$ cat src/hw/bitbranch_consts.svh
`ifndef BITBRANCH_CONSTS_SVH
`define BITBRANCH_CONSTS_SVH
// What this block does
// - Opcode 1101 with bit 11 zero is jump.
// - Jump target is incremented counter plus 2n.
// - Jump takes two cycles, second is no-op.
// - Opcode 1000 is bit force; bit, bank, file.
// - Bit force sets one bit, flags untouched.
// - Bank bit zero selects the access bank.
// - Bank bit one uses bank select register.
// - Extended set, bank zero, file<=95: frame-indexed.
`define OPC_JUMP 5'h1A
`define OPC_FORCE 4'h8
`define OPC_TSKIP_ONE 4'hA
`define OPC_TSKIP_ZERO 4'hB
`define INDEXED_LIMIT 8'h5F
`define ACCESS_SPLIT 8'h60
`define ACCESS_HIGH_BANK 6'h3F
`define PC_RESET 21'h000000
`define PC_STEP 21'h000002
`endif

$ cat src/hw/bitbranch_pkg.sv
package bitbranch_pkg;
	typedef enum logic [1:0] {ST_EXEC = 2'h0, ST_FLUSH = 2'h1} exec_state_t;
	typedef struct packed {
		logic [13:0] addr;
		logic [7:0] wdata;
		logic we;
		logic re;
	} file_req_t;
	typedef struct packed {
		logic [15:0] word;
		logic valid;
	} instr_t;
endpackage

$ cat src/hw/file_addr_resolve.sv
`timescale 1ns/10ps
`include "bitbranch_consts.svh"
module file_addr_resolve
	import bitbranch_pkg::*;
(
	// Operand fields
	input wire logic [7:0] file_addr,
	input wire logic bank_bit,
	// Core state
	input wire logic ext_set_en,
	input wire logic [5:0] bank_select_reg,
	input wire logic [13:0] frame_ptr,
	// Result
	output logic [13:0] data_addr
);
	always_comb
	begin
		if (bank_bit)
			data_addr = {bank_select_reg, file_addr};
		else if (ext_set_en && file_addr <= `INDEXED_LIMIT)
			data_addr = frame_ptr + {6'h00, file_addr};
		else if (file_addr < `ACCESS_SPLIT)
			data_addr = {6'h00, file_addr};
		else
			data_addr = {`ACCESS_HIGH_BANK, file_addr};
	end
endmodule

$ cat src/hw/bitbranch_exec.sv
`timescale 1ns/10ps
`include "bitbranch_consts.svh"
module bitbranch_exec
	import bitbranch_pkg::*;
(
	// Clock and reset
	input wire logic clk,
	input wire logic nrst,
	// Instruction fetched during the current cycle
	input bitbranch_pkg::instr_t instr,
	// Core context
	input wire logic ext_set_en,
	input wire logic [5:0] bank_select_reg,
	input wire logic [13:0] frame_ptr,
	// Data memory
	output bitbranch_pkg::file_req_t file_req,
	input wire logic [7:0] file_rdata,
	// Flow
	output logic [20:0] program_counter,
	output logic flush,
	output logic unknown_op
);
	import bitbranch_pkg::*;

	////////////////////////////////////////////////////////////////////////
	logic rst_s1_r;
	logic rst_n_r;
	always_ff @(posedge clk or negedge nrst)
	begin
		if (!nrst)
		begin
			rst_s1_r <= 1'b0;
			rst_n_r <= 1'b0;
		end
		else
		begin
			rst_s1_r <= 1'b1;
			rst_n_r <= rst_s1_r;
		end
	end

	////////////////////////////////////////////////////////////////////////
	exec_state_t state_r;
	logic [15:0] w;
	logic is_jump;
	logic is_force;
	logic is_tzero;
	logic is_tone;
	logic live;
	logic [2:0] bit_sel;
	logic [7:0] mask;
	logic bit_val;
	logic skip_hit;
	logic [13:0] data_addr;
	logic [20:0] jump_target;
	logic [20:0] pc_inc;

	assign w = instr.word;
	assign live = instr.valid && (state_r == ST_EXEC);
	assign is_jump = live && (w[15:11] == `OPC_JUMP);
	assign is_force = live && (w[15:12] == `OPC_FORCE);
	assign is_tzero = live && (w[15:12] == `OPC_TSKIP_ZERO);
	assign is_tone = live && (w[15:12] == `OPC_TSKIP_ONE);
	assign bit_sel = w[11:9];
	assign mask = 8'h01 << bit_sel;
	assign bit_val = |(file_rdata & mask);
	assign skip_hit = (is_tzero && !bit_val) || (is_tone && bit_val);
	assign pc_inc = program_counter + `PC_STEP;
	// Offset is sign-extended, doubled: range -1024..1023 words
	assign jump_target = pc_inc + {{9{w[10]}}, w[10:0], 1'b0};

	file_addr_resolve u_resolve
	(
		.file_addr(w[7:0]),
		.bank_bit(w[8]),
		.ext_set_en(ext_set_en),
		.bank_select_reg(bank_select_reg),
		.frame_ptr(frame_ptr),
		.data_addr(data_addr)
	);

	// Read and write share the cycle: data returns combinationally
	always_comb
	begin
		file_req.addr = data_addr;
		file_req.re = is_force || is_tzero || is_tone;
		file_req.we = is_force;
		file_req.wdata = file_rdata | mask;
	end

	// Flush is pure state: the word fetched meanwhile never reaches decode
	assign flush = (state_r == ST_FLUSH);
	assign unknown_op = live && !(is_jump || is_force || is_tzero || is_tone);

	////////////////////////////////////////////////////////////////////////
	// Only jumps and taken skips open a refill cycle
	always_ff @(posedge clk or negedge rst_n_r)
	begin
		if (!rst_n_r)
			state_r <= ST_EXEC;
		else
			case (state_r)
				ST_EXEC:
					if (is_jump || skip_hit)
						state_r <= ST_FLUSH;
				ST_FLUSH:
					state_r <= ST_EXEC;
				default:
					state_r <= ST_EXEC;
			endcase
	end

	// Counter loads the target on a jump, steps on every other valid word and on the refill cycle, so it stays aligned
	always_ff @(posedge clk or negedge rst_n_r)
	begin
		if (!rst_n_r)
			program_counter <= `PC_RESET;
		else if (is_jump)
			program_counter <= jump_target;
		else if (instr.valid || flush)
			program_counter <= pc_inc;
	end

	////////////////////////////////////////////////////////////////////////
	AST_JUMP_TARGET: assert property (@(posedge clk) disable iff (!rst_n_r)
		is_jump |=> program_counter == $past(jump_target))
		else $error("jump target wrong");
	AST_JUMP_FLUSH: assert property (@(posedge clk) disable iff (!rst_n_r)
		is_jump |=> flush ##1 !flush)
		else $error("jump not two cycles");
	AST_FORCE_WRITE: assert property (@(posedge clk) disable iff (!rst_n_r)
		is_force |-> file_req.we && file_req.wdata[bit_sel]
		&& ((file_req.wdata & ~mask) == (file_rdata & ~mask)))
		else $error("bit force data wrong");
	AST_FORCE_RMW: assert property (@(posedge clk) disable iff (!rst_n_r)
		is_force |-> file_req.re ##1 !flush)
		else $error("bit force not single cycle");
	AST_DECODE_JUMP: assert property (@(posedge clk) disable iff (!rst_n_r)
		(live && w[15:11] == 5'h1A) |-> is_jump && !is_force)
		else $error("jump decode wrong");
	AST_DECODE_FORCE: assert property (@(posedge clk) disable iff (!rst_n_r)
		(live && w[15:12] == 4'h8) |-> file_req.we)
		else $error("force decode wrong");
	AST_BANKED: assert property (@(posedge clk) disable iff (!rst_n_r)
		(is_force && w[8]) |-> file_req.addr == {bank_select_reg, w[7:0]})
		else $error("banked address wrong");
	AST_INDEXED: assert property (@(posedge clk) disable iff (!rst_n_r)
		(is_force && !w[8] && ext_set_en && w[7:0] <= 8'h5F)
		|-> file_req.addr == frame_ptr + {6'h00, w[7:0]})
		else $error("indexed address wrong");
	AST_ACCESS: assert property (@(posedge clk) disable iff (!rst_n_r)
		(is_force && !w[8] && !ext_set_en && w[7:0] < 8'h60)
		|-> file_req.addr == {6'h00, w[7:0]})
		else $error("access address wrong");
	AST_SKIP: assert property (@(posedge clk) disable iff (!rst_n_r)
		((is_tzero && !bit_val) || (is_tone && bit_val)) |=> flush)
		else $error("skip missed");

	////////////////////////////////////////////////////////////////////////
	// Side effects of every decoded operation; upper access bank form for bit force, banked and indexed forms for bit tests
	AST_JUMP_BIT11: assert property (@(posedge clk) disable iff (!rst_n_r)
		(live && w[15:12] == 4'hD && w[11]) |-> !is_jump)
		else $error("jump decoded with bit 11 set");

	AST_JUMP_QUIET: assert property (@(posedge clk) disable iff (!rst_n_r)
		is_jump |-> !file_req.re && !file_req.we)
		else $error("jump touched data memory");

	AST_FLUSH_SINGLE: assert property (@(posedge clk) disable iff (!rst_n_r)
		flush |=> !flush)
		else $error("refill longer than one cycle");

	AST_FLUSH_IDLE: assert property (@(posedge clk) disable iff (!rst_n_r)
		flush |-> !file_req.re && !file_req.we && !unknown_op)
		else $error("refill cycle did work");

	AST_FLUSH_STEP: assert property (@(posedge clk) disable iff (!rst_n_r)
		flush |=> program_counter == $past(pc_inc))
		else $error("refill cycle did not step counter");

	AST_ACCESS_HIGH: assert property (@(posedge clk) disable iff (!rst_n_r)
		(is_force && !w[8] && w[7:0] >= 8'h60) |-> file_req.addr == {6'h3F, w[7:0]})
		else $error("upper access bank address wrong");

	AST_ACCESS_NO_EXT: assert property (@(posedge clk) disable iff (!rst_n_r)
		(is_force && !w[8] && !ext_set_en)
		|-> (file_req.addr[13:8] == 6'h00) || (file_req.addr[13:8] == 6'h3F))
		else $error("access bank left without extended set");

	AST_TEST_BANKED: assert property (@(posedge clk) disable iff (!rst_n_r)
		((is_tzero || is_tone) && w[8]) |-> file_req.addr == {bank_select_reg, w[7:0]})
		else $error("bit test banked address wrong");

	AST_TEST_INDEXED: assert property (@(posedge clk) disable iff (!rst_n_r)
		((is_tzero || is_tone) && !w[8] && ext_set_en && w[7:0] <= 8'h5F)
		|-> file_req.addr == frame_ptr + {6'h00, w[7:0]})
		else $error("bit test indexed address wrong");

	AST_FORCE_STEP: assert property (@(posedge clk) disable iff (!rst_n_r)
		is_force |=> program_counter == $past(pc_inc))
		else $error("bit force did not step counter");

	AST_TEST_READ: assert property (@(posedge clk) disable iff (!rst_n_r)
		(is_tzero || is_tone) |-> file_req.re && !file_req.we)
		else $error("bit test wrote data memory");

	AST_NO_SKIP: assert property (@(posedge clk) disable iff (!rst_n_r)
		((is_tzero && bit_val) || (is_tone && !bit_val)) |=> !flush)
		else $error("skip taken on mismatch");

	AST_SKIP_STEP: assert property (@(posedge clk) disable iff (!rst_n_r)
		skip_hit |=> program_counter == $past(pc_inc))
		else $error("skip did not step counter");

	AST_UNKNOWN_QUIET: assert property (@(posedge clk) disable iff (!rst_n_r)
		unknown_op
		|-> !file_req.re && !file_req.we ##1 !flush)
		else $error("unknown word had an effect");

	// Main scenarios reached
	COV_JUMP: cover property (@(posedge clk) disable iff (!rst_n_r) is_jump);
	COV_FORCE: cover property (@(posedge clk) disable iff (!rst_n_r) is_force && w[8]);
	COV_SKIP0: cover property (@(posedge clk) disable iff (!rst_n_r) is_tzero ##1 flush);
	COV_SKIP1: cover property (@(posedge clk) disable iff (!rst_n_r) is_tone ##1 !flush);
	COV_INDEXED: cover property (@(posedge clk) disable iff (!rst_n_r)
		is_force && !w[8] && ext_set_en && w[7:0] <= 8'h5F);
endmodule

$ cat config.mk
export PLATFORM = sky130hd
export DESIGN_NAME = bitbranch_exec
export DESIGN_NICKNAME = d
export VERILOG_FILES = /design/src/hw/bitbranch_pkg.sv /design/src/hw/file_addr_resolve.sv /design/src/hw/bitbranch_exec.sv
export VERILOG_INCLUDE_DIRS = /design/src /design/src/hw
export SDC_FILE = /design/constraint.sdc
export NUM_CORES = 1
export LEC_CHECK = 0
export BUFFER_PORTS_ARGS = -buffer_cell sky130_fd_sc_hd__buf_2
export CORE_ASPECT_RATIO = 1.2
export CORE_MARGIN = 8
export CORE_UTILIZATION = 30
export CTS_CLUSTER_DIAMETER = 30
export DETAILED_ROUTE_END_ITERATION = 16
export HOLD_SLACK_MARGIN = 0.12
export PLACE_DENSITY = 0.6
export RECOVER_POWER = 50
export SYNTH_ARGS = -nofsm -noshare
export SYNTH_HDL_FRONTEND = slang
export SYNTH_SLANG_ARGS = --single-unit
$ cat constraint.sdc
create_clock -name clk -period 1.9 [get_ports clk]
set_input_delay 0.095 -clock clk [delete_from_list [all_inputs] [get_ports clk]]
set_output_delay 0.095 -clock clk [all_outputs]
set_load 0.05 [all_outputs]
==> out/results.ini <==
[sta]
setup_violations = 25
finalCritPeriodShare_pct = 173
timing.final.ws_setup_ns = -1.38
drv_slew = 0
max_freq_mhz = 304
fin_crit_ns = 3.28
slew_headroom_pct = 15.4
hold_viol = 0
rsz0062_at_grt = yes
tightestPinTransition_ns = 1.27
finClkSkew_ns = 0.00270

[layout]
final_cells = 799
final_nets = 750
fillCellCount = 997
layout_commonest_cell = buf_4
fin_area_um2 = 5910
syn_to_final_growth_pct = 78.3
drive_gt1_share_pct = 54.4
most-common-layout-cells = buf_4, buf_2, nand2_1
antenna_cells = 0

[place]
place.gp.congestion = 0.869
portBuffers = 93
dp_worst_setup_slack_ns = -1.45
dp_cells = 767
hpwl_mm = 9.99
placedInstanceArea_um2 = 5060

[drt]
first_iter_violations = 183
wl_met1_mm = 5.18
top_layer_used = met4
drcViolationCount = 0
wirelength_mm = 12.6
wl_met3_um = 502
avgViaCountPerCell = 5.27
num_vias = 4213
ant_nets = 0
dr_wl_met2_mm = 6.71
wire_per_inst_um = 15.8
first_pass_iters = 4

[power]
p_leak_uw = 0.00264
sw_frac_of_total_pct = 48.6
clkPwrFrac_pct = 5.9
power.density_nw_per_um2 = 1340
peakVddDrop_mv = 1.04
p_comb_share_pct = 83.6
p_sw_uw = 3870
p_seq_share_pct = 10.5
p_int_uw = 4080

[synthesis]
syn-cell-area_um2 = 3320
ys_seq_area_share_pct = 17.4
synth_seq_cells = 23
synth_edf_count = 0
avgSynthCellArea_um2 = 7.42
synth_warnings = 0
synthCells = 447
synth.distinct_cells = 62
synthArstFlopShare_pct = 100
syn_nets = 529
synth_ff_type = dfrtp_1

[clocking]
clock_latency_ns = 0.26
h-tree-depth = 1
cts-buffers-inserted = 3
ctsLongestPathBuffers = 2
clkTransAtPathRegs_ns = 0.06
root_buffer = clkbuf_16
cts_tree = built
cts_sinks = 23

[die]
dieArea_um2 = 14700
ios = 95
core_um2 = 10900
fp.dieH_um = 131
initial_core_util_pct = 30.3
rows = 42
die_w_um = 112

[critical_path]
r2r_cells = 15
r2r_slack_ns = -1.38
critPathKind = reg -> reg
end_kind = flip-flop
r2r_start = program_counter[2]
crit_path_frequent_cell = buf_4
critPathArrivalTime_ns = 3.47
max_stage_delay_ns = 0.40
crit_fanout = 3
worstPathRequired_ns = 2.08
worst_setup_path_start_kind = flip-flop
timing.rr.end = program_counter[20]
crit_chain = ha_4 > nand4_4 > buf_4 > nor2_1 > xor2_1 > ha_1 > a21oi_1 > buf_4 > o21ai_2 > a221oi_2 > o21ai_1 > and4b_1 > nor4_2 > mux2i_1 > xnor2_1
crit_slowest_cell = dfrtp_2

[hold_path]
hold_class = in -> async

[global_route]
antenna_found_initial = 0
grt_use_total_pct = 16.3
grt_overflow = 0
grt_max_degree = 24
grt_pass1_wl_mm = 20.4
grt_pass1_vias = 4282

[status]
status = finished with violations
violations = setup timing

[flow_run]
max-cap-violations = 0

[layer usage]
| metal | vias up | global-route usage [%] |
|---|---|---|
| li1 | 2074 | - |
| met1 | 2027 | 18.6 |
| met2 | 94 | 31.2 |
| met3 | 18 | 2.29 |
| met4 | 0 | 3.31 |
| met5 | - | 0 |
[power by group through the flow]
stage / registers (uW) / clock network, uW / logic, uW
after global routing: 859 / 495 / 7120
final: 836 / 469 / 6640
after floorplan: 1570 / 0 / 2620
after global placement: 837 / 0 / 5280
after detailed placement: 850 / 0 / 5340
after CTS: 841 / 482 / 6170
[final cells by class]
type / count / area, um2 / share of cell area (%)
inverters: 21 / 78.8 / 1.33
well taps: 132 / 165 / 2.79
multi-input cells: 379 / 3270 / 55.4
repair buffers: 240 / 1720 / 29.1
flip-flops and latches: 23 / 591 / 9.99
clock buffers: 3 / 75.1 / 1.27
clock inverters: 1 / 5.00 / 0.0847
[worst max-delay path by stage]
stage	depth (start not counted)	startpoint	to	slack [ns]
5_1_grt	15	program_counter[2]	program_counter[20]	-1.53
3_3_place_gp	13	program_counter[2]	program_counter[20]	-1.37
6_report	15	program_counter[2]	program_counter[20]	-1.38
4_1_cts	14	program_counter[2]	program_counter[20]	-1.34
2_1_floorplan	17	program_counter[1]	program_counter[20]	-1.53
3_5_place_dp	13	program_counter[2]	program_counter[20]	-1.45
[what timing repair did]
item / 4_1_cts / 5_1_grt
hold buffers: 2 / 0
resized for setup: 94 / 32
endpoints found under the setup margin: 27 / 28
endpoints found under the hold margin: 3 / 0
pin swaps: 69 / 45
setup buffers: 19 / 13
gates cloned: 0 / 0
[synthesized netlist by cell type (2+ instances only)]
| cell | count | area share, % |
|---|---|---|
| a21oi_1 | 44 | 6.6 |
| nand2_1 | 44 | 5.0 |
| ha_1 | 32 | 12 |
| o21ai_0 | 30 | 4.5 |
| nor2_1 | 28 | 3.2 |
| nand3_1 | 25 | 3.8 |
| xnor2_1 | 25 | 6.6 |
| dfrtp_1 | 23 | 17 |
| inv_1 | 21 | 2.4 |
| clkbuf_1 | 16 | 1.8 |
| xor2_1 | 13 | 3.4 |
| and3_1 | 9 | 1.7 |
| nor3_1 | 9 | 1.4 |
| a211oi_1 | 7 | 1.6 |
| o21ai_1 | 7 | 1.1 |
| o22ai_1 | 7 | 1.3 |
| a21o_1 | 6 | 1.4 |
| nor2b_1 | 6 | 1.1 |
| a31o_2 | 5 | 1.3 |
| mux2i_1 | 5 | 1.5 |
| nand4_1 | 5 | 0.94 |
| nor4_1 | 5 | 0.94 |
| o31ai_1 | 5 | 1.1 |
| a31oi_1 | 4 | 0.75 |
| buf_4 | 4 | 0.91 |
| nand3b_1 | 4 | 0.91 |
| o211ai_1 | 4 | 0.91 |
| o21a_1 | 4 | 0.91 |
| o21bai_1 | 4 | 0.91 |
| nor3b_1 | 3 | 0.68 |
| nor4b_1 | 3 | 0.79 |
| a211o_1 | 2 | 0.53 |
| a22oi_1 | 2 | 0.45 |
| and4b_1 | 2 | 0.60 |
| buf_1 | 2 | 0.23 |
| conb_1 | 2 | 0.23 |
| fa_1 | 2 | 1.2 |
| or2_2 | 2 | 0.38 |
| or3_1 | 2 | 0.38 |
| or4_1 | 2 | 0.45 |
[registers in the layout, indices dropped and copies added, names as in the netlist]
register,cells
program_counter,20
state_r,1
rst_s1_r,1
rst_n_r,1
[per-stage QoR]
step / hold WS [ns] / TNS [ns] / utilization, % / power (uW)
after floorplan: -0.201 / -15.04 / - / 4190
after global placement: -0.121 / -17.03 / 46.3 / 6120
after detailed placement: -0.119 / -17.91 / 46.3 / 6190
after CTS: 0.135 / -16.16 / 52.1 / 7490
after global routing: 0.147 / -19.62 / 54.1 / 8480
final: 0.138 / -16.60 / 54.1 / 7950
[worst max-delay path, delay by kind of cell (launching register included)]
family          cells  cell delay (ns)
buf+inv             2             0.31
mux                 1             0.26
flops               1             0.40
simple gates        4             0.76
fa+ha+maj           2             0.44
compound gates      4             0.68
xor+xnor            2             0.34
[logic make-up (layout without fill, tap and decap cells)]
group | Yosys count | after routing | synth area share [%]
and+or+nand+nor | 158 | 158 | 25.4
AOI/OAI and AO/OA | 141 | 141 | 26.1
buffers and inverters | 45 | 265 | 5.81
xor gates and xnor gates | 38 | 38 | 10.0
adders and majority gates | 34 | 34 | 13.3
DFF | 23 | 23 | 17.4
muxes | 6 | 6 | 1.85
other | 2 | 2 | 0.226
Note: power is estimated with default switching activity, not from simulation.
